### src/verilog/trace_user_pkg.sv
/*
  Constants, field positions and reset values for the user trace record
  and breakpoint trigger control block.
  Assumes a single core clock domain and a coprocessor-style register port.
*/
// Summary of operation
// - Each payload register write with master trace enable set emits one user record; one that meets a full record buffer is lost and sets userRecordDropped.
// - Each user record is tagged user type 1 or user type 2.
// - Type select is trace control bit 30; one means type 2.
// - Payload register is 32-bit read/write, resets to zero, carried in record.
// - Payload register exists only when trace capability is built in.
// - Trigger control lets chosen hardware breakpoints start and stop tracing.
// - Trigger control exists only with breakpoints and trace both built in.
// - Bit 31 gates data breakpoint triggers; resets to zero.
// - Bit 15 gates instruction breakpoint triggers; resets to zero.
// - Bits 5..0 let instruction breakpoints 6..1 start tracing.
// - Bits 14..6 read as zero and ignore writes.
// - Nothing produces trace output unless the master trace enable is set.
package trace_user_pkg;

  // ************************************************************
  // Register selects on the coprocessor port
  // ************************************************************
  localparam logic [2:0] SEL_USER_PAYLOAD = 3'h3;
  localparam logic [2:0] SEL_BKPT_TRIGGER = 3'h4;

  // ************************************************************
  // Field positions and reset values
  // ************************************************************
  localparam int TYPE_SELECT_BIT = 30;
  localparam int DATA_GATE_BIT = 31;
  localparam int INSTR_GATE_BIT = 15;
  localparam int DATA_START_LSB = 16;
  localparam int NUM_IBKPT = 6;
  localparam int NUM_DBKPT = 2;
  localparam logic [31:0] TRIGGER_WRITE_MASK = 32'h8003803f;
  localparam logic [31:0] PAYLOAD_RESET = 32'h00000000;
  localparam logic [31:0] TRIGGER_RESET = 32'h00000000;

  // Record type codes on the trace output port.
  typedef enum logic {
    USER_TYPE1,
    USER_TYPE2
  } user_type_t;

endpackage

### src/verilog/trace_user_record_and_bkpt_trigger.sv
/*
  User trace payload register and breakpoint trigger control register,
  with the user record path toward the trace control block.
  Assumes software accesses arrive as one-cycle strobes in the core clock
  domain and the trace master control fields come in as plain levels.
*/
`timescale 1ns/10ps
`default_nettype none
module trace_user_record_and_bkpt_trigger #(
  parameter bit HAS_TRACE = 1'b1,
  parameter bit HAS_BKPT = 1'b1
) (
  input wire logic clk_sys,
  input wire logic srst,
  input wire logic regWrite,
  input wire logic regRead,
  input wire logic [2:0] regSelect,
  input wire logic [31:0] regWdata,
  output logic [31:0] regRdata,
  input wire logic traceMasterEnable,
  input wire logic userRecordTypeSelect,
  input wire logic [trace_user_pkg::NUM_IBKPT-1:0] instrBkptHit,
  input wire logic [trace_user_pkg::NUM_DBKPT-1:0] dataBkptHit,
  output logic traceStart,
  output logic traceStop,
  output logic userRecordValid,
  input wire logic userRecordReady,
  output logic userRecordType,
  output logic [31:0] userRecordPayload,
  output logic userRecordDropped
);
  import trace_user_pkg::*;

  // ************************************************************
  // State
  // ************************************************************
  typedef struct packed {
    logic [31:0] payload;
    logic [31:0] trigger;
    logic [31:0] rdata;
    logic start;
    logic stop;
    logic dropped;
  } core_state_t;

  core_state_t state;
  core_state_t next_state;
  logic payloadWrite;
  logic triggerWrite;
  logic recordPush;
  logic recordReady;
  logic [32:0] recordIn;
  logic [32:0] recordOut;
  logic [NUM_IBKPT-1:0] instrGated;
  logic [NUM_DBKPT-1:0] dataGated;
  logic [NUM_IBKPT-1:0] instrStartEn;
  logic [NUM_DBKPT-1:0] dataStartEn;

  // ************************************************************
  // Register select decode
  // ************************************************************
  // Write and read share one decode, so a build option that leaves a
  // register out removes it from both paths at once.
  // payload needs trace
  function automatic logic payloadSelected(input logic [2:0] sel);
    return HAS_TRACE && (sel == SEL_USER_PAYLOAD);
  endfunction

  function automatic logic triggerSelected(input logic [2:0] sel);
    return HAS_TRACE && HAS_BKPT && (sel == SEL_BKPT_TRIGGER);
  endfunction

  // Each register exists only when its build options are present.
  assign payloadWrite = regWrite && payloadSelected(regSelect);
  assign triggerWrite = regWrite && triggerSelected(regSelect);

  assign recordPush = payloadWrite && traceMasterEnable;

  assign recordIn = {userRecordTypeSelect, regWdata};

  assign instrStartEn = state.trigger[NUM_IBKPT-1:0];
  assign dataStartEn = state.trigger[DATA_START_LSB +: NUM_DBKPT];

  assign instrGated = instrBkptHit &
    {NUM_IBKPT{state.trigger[INSTR_GATE_BIT]}};
  assign dataGated = dataBkptHit & {NUM_DBKPT{state.trigger[DATA_GATE_BIT]}};

  // ************************************************************
  // Register update and trigger decode
  // ************************************************************
  always_comb begin
    next_state = state;
    if (payloadWrite) begin
      next_state.payload = regWdata;
    end
    if (triggerWrite) begin
      next_state.trigger = regWdata & TRIGGER_WRITE_MASK;
    end
    // Read data is registered so the read port stays glitch free.
    next_state.rdata = 32'h00000000;
    if (regRead) begin
      if (payloadSelected(regSelect)) begin
        next_state.rdata = state.payload;
      end else if (triggerSelected(regSelect)) begin
        next_state.rdata = state.trigger;
      end
    end
    // gated breakpoints start or stop tracing
    // per-breakpoint start enable
    // A gated trigger without its start enable is taken as a stop.
    next_state.start = traceMasterEnable &&
      (|(instrGated & instrStartEn) || |(dataGated & dataStartEn));
    next_state.stop = traceMasterEnable &&
      (|(instrGated & ~instrStartEn) || |(dataGated & ~dataStartEn));
    // Sticky until reset: a refused record is a trace-loss event.
    next_state.dropped = state.dropped || (recordPush && !recordReady);
  end

  // Register the whole state in one place.
  always_ff @(posedge clk_sys) begin
    if (srst) begin
      state <= '0;
      state.payload <= PAYLOAD_RESET;
      state.trigger <= TRIGGER_RESET;
    end else begin
      state <= next_state;
    end
  end

  // ************************************************************
  // Record path
  // ************************************************************
  // one record per payload write while the master trace enable is set
  trace_skid_buffer #(
    .WIDTH(33)
  ) u_buffer (
    .clk_sys(clk_sys),
    .srst(srst),
    .inValid(recordPush),
    .inReady(recordReady),
    .inData(recordIn),
    .outValid(userRecordValid),
    .outReady(userRecordReady),
    .outData(recordOut)
  );

  assign userRecordType = recordOut[32];
  assign userRecordPayload = recordOut[31:0];
  assign regRdata = state.rdata;
  assign traceStart = state.start;
  assign traceStop = state.stop;
  assign userRecordDropped = state.dropped;

  // ************************************************************
  // Checks
  // ************************************************************
  property p_record_per_write;
    @(posedge clk_sys) disable iff (srst)
    (recordPush && recordReady) |=> userRecordValid;
  endproperty
  a_record_per_write: assert property (p_record_per_write)
    else $error("Accepted user write produced no record.");

  property p_type_follows_select;
    @(posedge clk_sys) disable iff (srst)
    (recordPush && recordReady && !userRecordValid) |=>
      (userRecordType == $past(userRecordTypeSelect));
  endproperty
  a_type_follows_select: assert property (p_type_follows_select)
    else $error("Record type does not match type select.");

  property p_type2_code;
    @(posedge clk_sys) disable iff (srst)
    (recordPush && recordReady && !userRecordValid && userRecordTypeSelect)
      |=> (userRecordType == 1'b1);
  endproperty
  a_type2_code: assert property (p_type2_code)
    else $error("Type select one did not give type two.");

  property p_payload_stored;
    @(posedge clk_sys) disable iff (srst)
    payloadWrite |=> (state.payload == $past(regWdata));
  endproperty
  a_payload_stored: assert property (p_payload_stored)
    else $error("Payload register did not take written value.");

  property p_payload_carried;
    @(posedge clk_sys) disable iff (srst)
    (recordPush && recordReady && !userRecordValid) |=>
      (userRecordPayload == $past(regWdata));
  endproperty
  a_payload_carried: assert property (p_payload_carried)
    else $error("Record payload differs from written data.");

  property p_reserved_zero;
    @(posedge clk_sys) disable iff (srst)
    triggerWrite |=> (state.trigger[14:6] == 9'h000);
  endproperty
  a_reserved_zero: assert property (p_reserved_zero)
    else $error("Unimplemented trigger bits are not zero.");

  property p_no_output_when_off;
    @(posedge clk_sys) disable iff (srst)
    !traceMasterEnable |=> !traceStart && !traceStop;
  endproperty
  a_no_output_when_off: assert property (p_no_output_when_off)
    else $error("Trigger fired with master enable off.");

  property p_instr_gate;
    @(posedge clk_sys) disable iff (srst)
    (!state.trigger[INSTR_GATE_BIT] && !state.trigger[DATA_GATE_BIT])
      |=> !traceStart;
  endproperty
  a_instr_gate: assert property (p_instr_gate)
    else $error("Start fired with both gates closed.");

  property p_data_start;
    @(posedge clk_sys) disable iff (srst)
    (traceMasterEnable && state.trigger[DATA_GATE_BIT] &&
      (|(dataBkptHit & dataStartEn))) |=> traceStart;
  endproperty
  a_data_start: assert property (p_data_start)
    else $error("Enabled data breakpoint did not start trace.");

  property p_instr_start;
    @(posedge clk_sys) disable iff (srst)
    (traceMasterEnable && state.trigger[INSTR_GATE_BIT] &&
      (|(instrBkptHit & instrStartEn))) |=> traceStart;
  endproperty
  a_instr_start: assert property (p_instr_start)
    else $error("Enabled instruction breakpoint did not start trace.");

  // A gated hit whose start enable is clear asks for a stop instead.
  property p_instr_stop;
    @(posedge clk_sys) disable iff (srst)
    (traceMasterEnable && state.trigger[INSTR_GATE_BIT] &&
      (|(instrBkptHit & ~instrStartEn))) |=> traceStop;
  endproperty
  a_instr_stop: assert property (p_instr_stop)
    else $error("Unenabled instruction hit did not stop trace.");

  property p_data_stop;
    @(posedge clk_sys) disable iff (srst)
    (traceMasterEnable && state.trigger[DATA_GATE_BIT] &&
      (|(dataBkptHit & ~dataStartEn))) |=> traceStop;
  endproperty
  a_data_stop: assert property (p_data_stop)
    else $error("Unenabled data hit did not stop trace.");

  // With one gate closed and the other source idle, nothing may fire.
  property p_data_blocked;
    @(posedge clk_sys) disable iff (srst)
    (!state.trigger[DATA_GATE_BIT] && !(|instrBkptHit)) |=>
      (!traceStart && !traceStop);
  endproperty
  a_data_blocked: assert property (p_data_blocked)
    else $error("Data hit passed a closed data gate.");

  property p_instr_blocked;
    @(posedge clk_sys) disable iff (srst)
    (!state.trigger[INSTR_GATE_BIT] && !(|dataBkptHit)) |=>
      (!traceStart && !traceStop);
  endproperty
  a_instr_blocked: assert property (p_instr_blocked)
    else $error("Instruction hit passed a closed instruction gate.");

  property p_read_payload;
    @(posedge clk_sys) disable iff (srst)
    (regRead && payloadSelected(regSelect)) |=>
      (regRdata == $past(state.payload));
  endproperty
  a_read_payload: assert property (p_read_payload)
    else $error("Payload read returned the wrong value.");

  property p_read_reserved;
    @(posedge clk_sys) disable iff (srst)
    (regRead && triggerSelected(regSelect)) |=>
      (regRdata[14:6] == 9'h000);
  endproperty
  a_read_reserved: assert property (p_read_reserved)
    else $error("Unimplemented trigger bits read as nonzero.");

  // A refused write must not slip a record into an empty buffer.
  property p_no_record_when_off;
    @(posedge clk_sys) disable iff (srst)
    (payloadWrite && !traceMasterEnable && !userRecordValid) |=>
      !userRecordValid;
  endproperty
  a_no_record_when_off: assert property (p_no_record_when_off)
    else $error("Record emitted with master enable off.");

  c_record: cover property (@(posedge clk_sys) recordPush ##1 userRecordValid);
  c_drop: cover property (@(posedge clk_sys) $rose(userRecordDropped));
  c_stall: cover property (@(posedge clk_sys) userRecordValid && !userRecordReady
    ##1 recordPush ##2 !recordReady);
  c_start: cover property (@(posedge clk_sys) traceStart);
  c_stop: cover property (@(posedge clk_sys) traceStop);

endmodule
`default_nettype wire

### src/verilog/trace_skid_buffer.sv
/*
  Two-entry valid/ready buffer for trace records.
  Assumes source and sink share clk_sys and srst.
*/
`timescale 1ns/10ps
`default_nettype none
module trace_skid_buffer #(
  parameter int WIDTH = 33
) (
  input wire logic clk_sys,
  input wire logic srst,
  input wire logic inValid,
  output logic inReady,
  input wire logic [WIDTH-1:0] inData,
  output logic outValid,
  input wire logic outReady,
  output logic [WIDTH-1:0] outData
);

  // ************************************************************
  // State
  // ************************************************************
  typedef struct packed {
    logic [1:0][WIDTH-1:0] slot;
    logic [1:0] count;
  } buf_state_t;

  buf_state_t state;
  buf_state_t next_state;
  logic push;
  logic pop;

  // Two slots: slot 0 is the head, so the output is always a flop.
  always_comb begin
    next_state = state;
    push = inValid && inReady;
    pop = outValid && outReady;
    if (pop) begin
      next_state.slot[0] = state.slot[1];
      next_state.count = state.count - 2'h1;
    end
    if (push) begin
      if (next_state.count == 2'h0) begin
        next_state.slot[0] = inData;
      end else begin
        next_state.slot[1] = inData;
      end
      next_state.count = next_state.count + 2'h1;
    end
  end

  // Register the whole state in one place.
  always_ff @(posedge clk_sys) begin
    if (srst) begin
      state <= '0;
    end else begin
      state <= next_state;
    end
  end

  assign inReady = (state.count != 2'h2);
  assign outValid = (state.count != 2'h0);
  assign outData = state.slot[0];

endmodule
`default_nettype wire

### config.mk
export PLATFORM = sky130hd
export DESIGN_NAME = trace_user_record_and_bkpt_trigger
export DESIGN_NICKNAME = d
export VERILOG_FILES = /design/src/verilog/trace_user_pkg.sv /design/src/verilog/trace_user_record_and_bkpt_trigger.sv /design/src/verilog/trace_skid_buffer.sv
export SDC_FILE = /design/constraint.sdc
export NUM_CORES = 1
export LEC_CHECK = 0
export BUFFER_PORTS_ARGS = -buffer_cell sky130_fd_sc_hd__buf_4
export CAP_MARGIN = 25
export CORE_MARGIN = 1.5
export CORE_UTILIZATION = 47
export CTS_BUF_LIST = sky130_fd_sc_hd__clkbuf_16
export DETAILED_ROUTE_END_ITERATION = 10
export MAX_ROUTING_LAYER = met4
export PLACE_DENSITY = 0.82
export SYNTH_ARGS = -nofsm -noshare
export SYNTH_HDL_FRONTEND = slang
export SYNTH_SLANG_ARGS = --single-unit
export TNS_END_PERCENT = 5
### constraint.sdc
create_clock -name clk_sys -period 2 [get_ports clk_sys]
set_clock_uncertainty 0.05 [all_clocks]
set_input_delay 0.4 -clock clk_sys [delete_from_list [all_inputs] [get_ports clk_sys]]
set_output_delay 0.4 -clock clk_sys [all_outputs]
set_load 0.02 [all_outputs]
# Yosys cells after proc, flatten, opt, wreduce, memory -nomap -nowiden
# Index checks and enable logic that the tools add are counted.
# totals
reg_bits	145
inputBits	50
output_inout_bits	69
word_cells	49
# classes
add_sub_neg	2
n_eq_ne	3
mux	5
bitwise_logic	10
reduce_logical	20
# ops
op	count
$mux 35	2
$mux 32	2
$mux 33	1
$and 6x6->6	3
$reduce_or 6->1	2
$logic_and 1x1->1	8
$and 2x2->2	3
$not 6->6	1
$reduce_or 2->1	3
$eq 3x2->1 const B	1
$eq 3x3->1 const B	1
$logic_or 1x1->1	3
$add 2x1->2 const B	1
$logic_not 2->1	1
$ne 2x2->1 const B	1
$not 1->1	2
$not 2->2	1
$reduce_and 2->1	1
$reduce_bool 2->1	1
$sub 2x1->2 const B	1
$logic_not 1->1	1

# Depth between registers and ports, before layout
# Gate-level depths: netlist (run 1).
# logic_depth
depth_word	6
mapped_depth	13
mapped_depth_nobuf	10

# Modules after synthesis
# From an unflattened synthesis (run 1), not the netlist that was laid out.
# hier_totals
cells_unflattened	661
area_unflattened_um2	5964.5
# by_module_without_submodules
module	n_inst	cells_per_inst	area_per_inst_um2	seq_area_each_um2
trace_skid_buffer	1	344	3088.0	1361.3
trace_user_record_and_bkpt_trigger	1	317	2876.5	1541.5

# Worst setup path after synthesis (run 1)
# OpenSTA, ideal clock, no wires.
# synth_timing
path_kind	flip-flop to flip-flop
start	reg u_buffer.state[0] (netlist name)
end	reg u_buffer.state[37] (netlist name)
setup_time_ns	0.132
t_arrival_ns	2.028
t_required_ns	1.818
slack_ns	-0.210
path_stages_with_launch	14
n_path_buf	4
synth_period_minus_slack_ns	2.210
cell_sequence	dfxtp_1 inv_1 ha_1 nand2b_1 buf_2 buf_2 a21oi_1 ha_1 nor2_1 and3_1 buf_4 buf_6 nand2_1 a21oi_1
# synth_between
elab_chain_cells	6
elab_cells_between_ends	9
classes_between	add/sub: 1; eq/ne: 1; mux: 1; bitwise: 1; reduce/logical: 5
# synth_lines
element	line	rtl
start: declaration	trace_skid_buffer.sv:28	buf_state_t state;
start signal: assignment	trace_skid_buffer.sv:57	state <= next_state;
branches (longest 5 deep; another with $sub 2x1->2)	-	
$reduce_and 2->1 (no source line) *	-	
# Every way passes the cells marked *.
# A chain may end at the register's enable or synchronous reset.

# Worst setup path after layout (run 1)
# layout_timing
start	reg u_buffer.state[0] (netlist name)
end	reg u_buffer.state[66] (netlist name)
# The elaborated chain is that of the path after synthesis.

==> flow_summary_export.csv, run 1 <==
group,metric,value,unit
run_status,status,"finished clean",
clocking,cts_tree,"done",
sta,fin_crit_sh,99.7,%
clocking,clk_latency,0.43,ns
placed_design,gp_congestion,0.832,
drt,vias_per_cell,5.18,
floorplan,num_rows,40,
clocking,cts.path.max_buffers,2,
clocking,hold_buffers,0,
setup_path,criticalPathCategory,"reg2reg",
layout,drive_gt1_share,29.3,%
sta,timing.hold.ws,0.178,ns
clocking,clk_pin_slew,0.06,ns
global_route,grt_max_degree,113,
setup_path,end_kind,"flip-flop",
placed_design,dpl_cell_area,6590,um^2
layout,fillerInstances,1027,
logic_synthesis,synth-async-reset-ratio,0,%
sta,drv_slew,0,
logic_synthesis,yosysTopAreaCellShare,48.7,%
floorplan,design.core.area,12200,um^2
floorplan,fp.dieH,116,um
power,ir_drop,512,uV
sta,period_minus_slack,1.99,ns
global_route,grt_antenna_before_repair,0,
power,leakage,3.09,nW
run,cap_viol_max_count,0,
sta,setup_viol,0,
logic_synthesis,synthFlopType,"dfxtp_1",
setup_path,start_kind,"flip-flop",
layout,area.sequential,2910,um^2
worst_hold_path,min_path_type,"in2reg",
global_route,overflow,0,
logic_synthesis,synthTopCellsByCount,"154 x nand2_1, 145 x dfxtp_1, 76 x a21oi_1, 66 x buf_4, 39 x nor2_1",
layout,antennaDiodeCount,0,
drt,vias,4627,
placed_design,port_buffers,118,
logic_synthesis,synthesis.nets,712,
sta,hold_violations,0,
setup_path,rrSetupSlack,0.006,ns
logic_synthesis,ys_seq_area_share,48.7,%
logic_synthesis,synthCells,659,
logic_synthesis,synth_edf_count,0,
floorplan,die_width,116,um
logic_synthesis,avgSynthCellArea,9.05,um^2
setup_path,worst-path-max-fanout,11,
clocking,cts_buffers,17,
logic_synthesis,yosysWarningCount,0,
sta,fmax,0.501,GHz
floorplan,io_pins,119,
drt,drt_wl_total,13.9,mm
global_route,grt_usage,21.4,%
layout,fin_nets,767,
sta,rsz0062_at_grt,"yes",
layout,area_delta_synth_final,21.9,%
placed_design,dp_hpwl,9.23,mm
logic_synthesis,synth.most_common_cell,"nand2_1",
setup_path,arrival,2.29,ns
sta,worst_pin_slew,0.586,ns
layout,multi_input_area,2420,um^2
drt,drc,0,
logic_synthesis,synth_cell_types,30,
layout,final_core_util,59.5,%
logic_synthesis,yosys.area.top_type,"dfxtp_1",
layout,finalInstanceArea,7270,um^2
drt,drt-pass1-iter-count,6,
logic_synthesis,ys_seq_elements,145,
setup_path,cp.required,2.30,ns
drt,wl_per_cell,15.5,um
placed_design,dp.cells,858,
floorplan,initial_core_util,48.8,%
power,power.total,6.69,mW
sta,slew_headroom,60.9,%
power,powerDensity,920,nW/um^2
clocking,cts_root_buf,"clkbuf_16",
floorplan,dieArea,13400,um^2
logic_synthesis,synth_area_leaders,"dfxtp_1 49%, nand2_1 9.7%, buf_4 8.3%, a21oi_1 6.4%, a211oi_2 6.3%",
drt,drtIter0Drc,327,
clocking,htree_levels,4,
drt,antenna_left,0,
clocking,clock_sinks,145,
logic_synthesis,syn_area,5960,um^2
global_route,grt_pass1_wl,21.2,mm
layout,finalNonFillerCells,894,
global_route,grt_pass1_vias,4460,
[metal layers]
metal / global-route usage, % / wire, um / vias to the layer above / part of all wire (%)
met5: - / 0 / - / 0
li1: - / - / 2238 / -
met4: 10.6 / 329 / 0 / 2.4
met2: 35.1 / 7030 / 154 / 51
met3: 5.60 / 714 / 26 / 5.2
met1: 24.1 / 5790 / 2209 / 42
[per-stage QoR]
stage               TNS [ns]  setup slack, ns
floorplan                  0          0.00631
CTS                        0           0.0153
global route           -2.83           -0.121
finish                     0          0.00565
global placement           0            0.144
detailed placement   -0.0175          -0.0153
[what timing repair did]
item | 4_1_cts | 5_1_grt
pin swaps | 0 | 1
buffers inserted | 0 | 3
gates cloned | 0 | 2
resized for setup | 2 | 19
setup endpoints to repair | 11 | 66
[worst paths after layout]
kind         cells after the start                 start                 end
max reg2reg                     11     u_buffer.state[0]  u_buffer.state[66]
min reg2reg                      2             state[85]           state[85]
min                              3  userRecordTypeSelect  u_buffer.state[67]
max                             11     u_buffer.state[0]  u_buffer.state[66]
[state kept, by name (all words and copies together), names as in the netlist]
name,count
dataStartEn,2
instrStartEn,6
regRdata,32
state,34
traceStart,1
traceStop,1
u_buffer.outData,33
u_buffer.state,35
userRecordDropped,1
[placed cells by master, fill, tap and decap left out, types with 15 or more instances in the layout]
cell type | synthesis | layout
and2_1 | 22 | 22
clkbuf_16 | 0 | 19
inv_1 | 11 | 15
buf_4 | 66 | 131
nor2_1 | 39 | 35
mux2i_1 | 33 | 33
dfxtp_1 | 145 | 143
nand2_1 | 154 | 153
a21oi_1 | 76 | 73
a211oi_2 | 30 | 30
[report_power, final]
part / switching (mW) / total (mW) / internal, mW
Clock: 1.11 / 2.76 / 1.65
Sequential: 0.0407 / 3.00 / 2.96
Combinational: 0.495 / 0.923 / 0.429
[cell type report]
| cell class | count | share of cell area, % |
|---|---|---|
| Sequential cell | 145 | 40.0 |
| Multi-Input combinational cell | 398 | 33.3 |
| Timing Repair Buffer | 141 | 16.2 |
| Clock buffer | 17 | 5.85 |
| Tap cell | 168 | 2.89 |
| Clock inverter | 14 | 1.19 |
| Inverter | 11 | 0.602 |
[kinds of logic (layout without fill, tap and decap cells)]
| kind of cell | after synthesis | count (layout) | synth area share [%] |
|---|---|---|---|
| xor gates and xnor gates | 2 | 2 | 0.294 |
| muxes | 33 | 33 | 5.54 |
| buffers and inverters | 116 | 183 | 12.7 |
| and+or+nand+nor | 229 | 229 | 16.3 |
| adders and majority gates | 3 | 3 | 0.630 |
| DFF | 145 | 145 | 48.7 |
| AOI/OAI and AO/OA | 131 | 131 | 15.9 |
[worst max-delay path: stages, from the launching register on]
cell	delay (ns)
dfxtp_2	0.35
inv_4	0.06
ha_4	0.16
nand2b_4	0.20
nor2_4	0.13
a21oi_4	0.05
ha_4	0.18
nor2_4	0.10
and3_4	0.25
clkbuf_16	0.18
nand2_1	0.05
a21oi_1	0.14
Power figures use the tool's default switching activity.
==> run 2, diff against run 1 <==
- CORE_UTILIZATION: 47 -> 45
- PLACE_DENSITY: 0.82 -> 0.79
- SLEW_MARGIN: unset -> 30
==> run 2 against run 1 <==
  * Sequential power about the same
  * Sequential share of layout area shrank 1.1 points
  * Sequential cell count unchanged
  * Largest power group is now the clock network
  * Setup slack improved by 0.0084 ns
==> flow_summary_export.csv, run 2 (synthesis results as in run 1) <==
group,metric,value,unit
placed_design,port_buffers,118,
placed_design,dp.cells,863,
drt,top_layer_used,"met4",
drt,met3_length,969,um
power,cellInternalPower,5.32,mW
clocking,clk_latency,0.42,ns
global_route,grt_usage,20.5,%
floorplan,fp.dieH,118,um
drt,drc,0,
sta,slew_headroom,59.9,%
drt,drt_wl_total,14.7,mm
drt,drtIter0Drc,435,
drt,antenna_left,0,
power,powerDensity,939,nW/um^2
clocking,cts.path.max_buffers,2,
clocking,cts_tree,"done",
global_route,grt_pass1_vias,4512,
global_route,grt_antenna_before_repair,0,
floorplan,dieArea,14000,um^2
global_route,grt_pass1_wl,21.9,mm
sta,setup_viol,0,
setup_path,worst-path-max-fanout,8,
floorplan,num_rows,41,
run,cap_viol_max_count,0,
setup_path,criticalPathCategory,"reg2reg",
clocking,cts_root_buf,"clkbuf_16",
layout,final_cell_mix,"152 x nand2_1, 144 x dfxtp_1, 135 x buf_4",
sta,drv_slew,0,
placed_design,dp_hpwl,9.09,mm
sta,rsz0062_at_grt,"yes",
clocking,cts_buffers,17,
power,pwr-share-comb,13.3,%
power,p_sw_share,24.2,%
power,clock_power_share,44.0,%
clocking,clock_sinks,145,
setup_path,cp.required,2.23,ns
power,ir_drop,611,uV
drt,vias_per_cell,5.18,
global_route,overflow,0,
power,seqPwrFrac,42.7,%
layout,final_common_cell,"nand2_1",
layout,finalNonFillerCells,905,
run_status,status,"finished clean",
layout,fin_nets,774,
sta,fin_crit_sh,99.3,%
placed_design,dpl_cell_area,6610,um^2
setup_path,arrival,2.22,ns
power,leakage,3.16,nW
layout,antennaDiodeCount,0,
layout,largest_reg_flops,35,
drt,dr_wl_met2,7.12,mm
floorplan,initial_core_util,46.7,%
global_route,grt_max_degree,113,
floorplan,io_pins,119,
clocking,clk_pin_slew,0.06,ns
power,p_switching,1.70,mW
drt,vias,4687,
sta,period_minus_slack,1.99,ns
drt,wl_met1,6.23,mm
layout,drive_gt1_share,32.9,%
sta,worst_pin_slew,0.601,ns
floorplan,design.core.area,12800,um^2
layout,area_delta_synth_final,25.4,%
sta,fmax,0.504,GHz
drt,drt-pass1-iter-count,5,
layout,finalInstanceArea,7480,um^2
drt,wl_per_cell,16.2,um
setup_path,start_kind,"flip-flop",
layout,largest-register,"u_buffer.state",
placed_design,gp_congestion,0.841,
setup_path,end_kind,"flip-flop",
worst_hold_path,min_path_type,"in2reg",
clocking,htree_levels,4,
floorplan,die_width,118,um
sta,hold_violations,0,
==> run 2: timing repair <==
item / 4_1_cts / 5_1_grt
buffers inserted: 0 / 6
resized for setup: 3 / 31
endpoints found under the setup margin: 31 / 62
pin swaps: 0 / 2
gates cloned: 0 / 5
hold buffers: 0 / 0
==> run 2: stage by stage <==
stage	TNS (ns)	total power, mW	worst slack [ns]	hold slack [ns]	utilization, %
6_report	0	7.02	0.0141	0.185	58.5
5_1_grt	-2.13	7.28	-0.0577	0.177	58.5
4_1_cts	-0.00697	6.92	-0.00697	0.173	56.3
3_5_place_dp	-0.295	3.83	-0.0457	0.392	51.7
3_3_place_gp	0	3.80	0.0863	0.389	51.7
2_1_floorplan	0	3.57	0.00631	0.380	-
==> run 2: critical path: stages, from the launching register on <==
cell and delay, ns:
dfxtp_4 0.36, inv_2 0.04, ha_4 0.15, nand2b_4 0.18
a21oi_2 0.17, ha_2 0.25, nand4b_4 0.11, buf_12 0.17
clkbuf_16 0.17, nor2_1 0.11, a211oi_2 0.05
==> run 2: layout make-up <==
class	instances	area [um^2]
tap	172	215
fill	1067	5300
inverter	11	41.3
clock inverter	14	150
multi-input combinational	398	2460
sequential	145	2910
timing repair buffer	148	1280
clock buffer	17	425
==> run 2: power by group through the flow <==
stage	clock [mW]	combinational, mW	sequential [mW]
after CTS	3.13	0.792	3.00
final	3.09	0.933	3.00
after detailed placement	0	0.769	3.06
after global routing	3.27	0.997	3.01
after global placement	0	0.741	3.06
after floorplan	0	0.525	3.05
==> run 2: final timing paths <==
kind | from | endpoint | slack [ns] | cells past startpoint
hold reg to reg | state[87] | regRdata[20] | 0.40 | 1
setup / recovery | u_buffer.state[1] | u_buffer.outData[12] | 0.01 | 10
setup reg to reg | u_buffer.state[1] | u_buffer.outData[12] | 0.01 | 10
hold / removal | regWdata[6] | state[73] | 0.19 | 3
==> run 2: per-layer routing <==
layer / up-vias / global-route usage (%)
met2: 178 / 32.2
met3: 40 / 6.59
met5: - / -
li1: 2253 / -
met4: 0 / 9.98
met1: 2216 / 23.6
==> run 3, diff against run 2 <==
- ABC_AREA: unset -> 1
- PLACE_DENSITY: 0.79 -> 0.78
==> run 3 against run 2 <==
  * Synthesized area up 11%
  * Via count up 32%
  * Global-route usage increased by 2.1 points
  * Sequential power barely moved
  * Cell area is 7.5% higher
  * Critical path depth decreased by 5
  * Combinational power increased by 95%
  * Highest routed layer unchanged
==> flow_summary_export.csv, run 3 <==
group,metric,value,unit
run_status,status,"finished clean",
layout,final_common_cell,"nand2_1",
setup_path,cp-startpoint,"u_buffer.state[0]",
clocking,cts_buffers,17,
setup_path,reg2regPathDepth,11,
clocking,htree_levels,4,
logic_synthesis,synth_area_leaders,"dfxtp_1 44%, nand2_1 16%, buf_4 7.2%, a21oi_1 5.9%, nor2_1 5.4%",
setup_path,arrival,1.49,ns
clocking,cts_tree,"done",
drt,drt-pass1-iter-count,5,
floorplan,die_width,124,um
floorplan,fp.dieH,124,um
sta,fmax,0.516,GHz
logic_synthesis,yosysWarningCount,0,
setup_path,criticalPathCategory,"reg2out",
clocking,cts.path.max_buffers,2,
placed_design,gp_congestion,0.867,
setup_path,rrSetupSlack,0.08,ns
sta,worst_slack,0.0614,ns
setup_path,worst-path-max-fanout,34,
clocking,cts_root_buf,"clkbuf_16",
setup_path,start_kind,"flip-flop",
clocking,clk_pin_slew,0.06,ns
logic_synthesis,yosysTopAreaCellShare,43.7,%
worst_hold_path,worstHoldStart,"traceMasterEnable",
clocking,clock_sinks,145,
drt,drtIter0Drc,607,
sta,drv_slew,0,
global_route,grt_pass1_vias,5901,
worst_hold_path,hold_depth,3,
sta,fin_crit_sh,96.9,%
power,power.total,7.91,mW
floorplan,io_pins,119,
logic_synthesis,synthCells,963,
sta,setup_viol,0,
setup_path,r2r_end,"u_buffer.state[65]",
floorplan,design.core.area,14500,um^2
layout,largest_reg_flops,35,
drt,vias,6207,
floorplan,num_rows,44,
sta,final.setup.tns,0,ns
logic_synthesis,synthTopCellsByCount,"289 x nand2_1, 145 x dfxtp_1, 96 x nor2_1, 78 x a21oi_1, 78 x inv_1",
logic_synthesis,syn_area,6640,um^2
global_route,overflow,0,
logic_synthesis,synth.most_common_cell,"nand2_1",
drt,wl_per_cell,14.5,um
global_route,grt_usage,22.6,%
logic_synthesis,avgSynthCellArea,6.89,um^2
sta,worst_pin_slew,0.500,ns
sta,slew_headroom,66.6,%
sta,timing.hold.ws,0.213,ns
layout,final_cell_mix,"289 x nand2_1, 143 x dfxtp_1, 138 x buf_4",
placed_design,dpl_worst_slack,0.0506,ns
sta,period_minus_slack,1.94,ns
layout,fin_nets,1058,
power,powerDensity,984,nW/um^2
logic_synthesis,yosys.area.top_type,"dfxtp_1",
run,cap_viol_max_count,0,
layout,largest-register,"u_buffer.state",
layout,antennaDiodeCount,0,
placed_design,port_buffers,118,
layout,fillerInstances,1362,
logic_synthesis,synthesis.nets,1016,
global_route,grt_pass1_wl,27.8,mm
setup_path,r2r_start,"u_buffer.state[0]",
logic_synthesis,ys_seq_area_share,43.7,%
floorplan,dieArea,15500,um^2
logic_synthesis,synthFlopType,"dfxtp_1",
drt,antenna_left,0,
logic_synthesis,synth_cell_types,24,
layout,area_delta_synth_final,21.1,%
placed_design,dp_hpwl,10.8,mm
global_route,grt_max_degree,39,
sta,rsz0062_at_grt,"no",
layout,drive_gt1_share,19.6,%
floorplan,initial_core_util,45.9,%
drt,drt_wl_total,17.4,mm
setup_path,cp.required,1.55,ns
logic_synthesis,synth-async-reset-ratio,0,%
power,leakage,3.56,nW
drt,vias_per_cell,5.16,
power,ir_drop,631,uV
setup_path,end_kind,"output pin",
worst_hold_path,holdPathEnd,"traceStop",
drt,drc,0,
logic_synthesis,ys_seq_elements,145,
worst_hold_path,min_path_type,"in2reg",
global_route,grt_antenna_before_repair,0,
logic_synthesis,synth_edf_count,0,
clocking,clk_latency,0.43,ns
sta,hold_violations,0,
==> run 3: worst max path at each step <==
stage / to / slack [ns] / depth (start not counted)
4_1_cts: u_buffer.state[45] / -0.01 / 11
3_3_place_gp: u_buffer.state[61] / 0.13 / 11
5_1_grt: u_buffer.state[52] / 0.003 / 11
2_1_floorplan: u_buffer.outData[25] / 0.00002 / 15
6_report: userRecordValid / 0.06 / 5
3_5_place_dp: u_buffer.state[56] / 0.05 / 11
==> run 3: critical path: stages (launching register included) <==
cell and delay (ns):
dfxtp_4 0.38, inv_2 0.06, ha_4 0.17, inv_6 0.07, buf_12 0.19, buf_4 0.18
==> run 3: metal layers <==
layer | wire length, um | track usage, %
met1 | 7430 | 26.7
met5 | 0 | -
met2 | 8400 | 36.4
met4 | 563 | 11.2
met3 | 1050 | 4.77
==> run 3: logic make-up (layout without fill, tap and decap cells) <==
group,Yosys count,in the layout,synth area share [%]
buffers and inverters,207,262,15.8
XOR/XNOR,1,1,0.132
flip-flops,145,145,43.7
AO/OA/AOI/OAI,129,129,10.0
AND/OR/NAND/NOR,478,478,29.8
adder cells (fa/ha/maj),3,3,0.565
==> run 3: cell type report <==
cell class	count	area (um^2)	area share [%]
clock buffers	17	425	5.29
clock inverters	15	143	1.77
inverters	81	309	3.84
multi-input cells	611	2770	34.5
flip-flops and latches	145	2910	36.2
well taps	184	230	2.86
repair buffers	149	1250	15.5
==> run 3: stage by stage <==
stage | utilization [%] | area (um^2) | std cells
2_1_floorplan | - | 6700 | 963
3_3_place_gp | 50.3 | 7280 | 1162
3_5_place_dp | 50.3 | 7280 | 1162
4_1_cts | 54.3 | 7860 | 1194
5_1_grt | 55.5 | 8040 | 1202
6_report | 55.5 | 8040 | 1202
==> run 3: power by group <==
| group | switching (mW) | internal [mW] |
|---|---|---|
| clock | 1.26 | 1.82 |
| sequential | 0.0438 | 2.96 |
| combinational | 1.12 | 0.693 |
| total | 2.43 | 5.48 |
==> run 3: repair_timing <==
item,4_1_cts,5_1_grt
hold buffers,0,0
gates resized for setup,3,18
setup endpoints to repair,1,67
pin swaps,0,6
cloned,0,4
buffers inserted,0,4
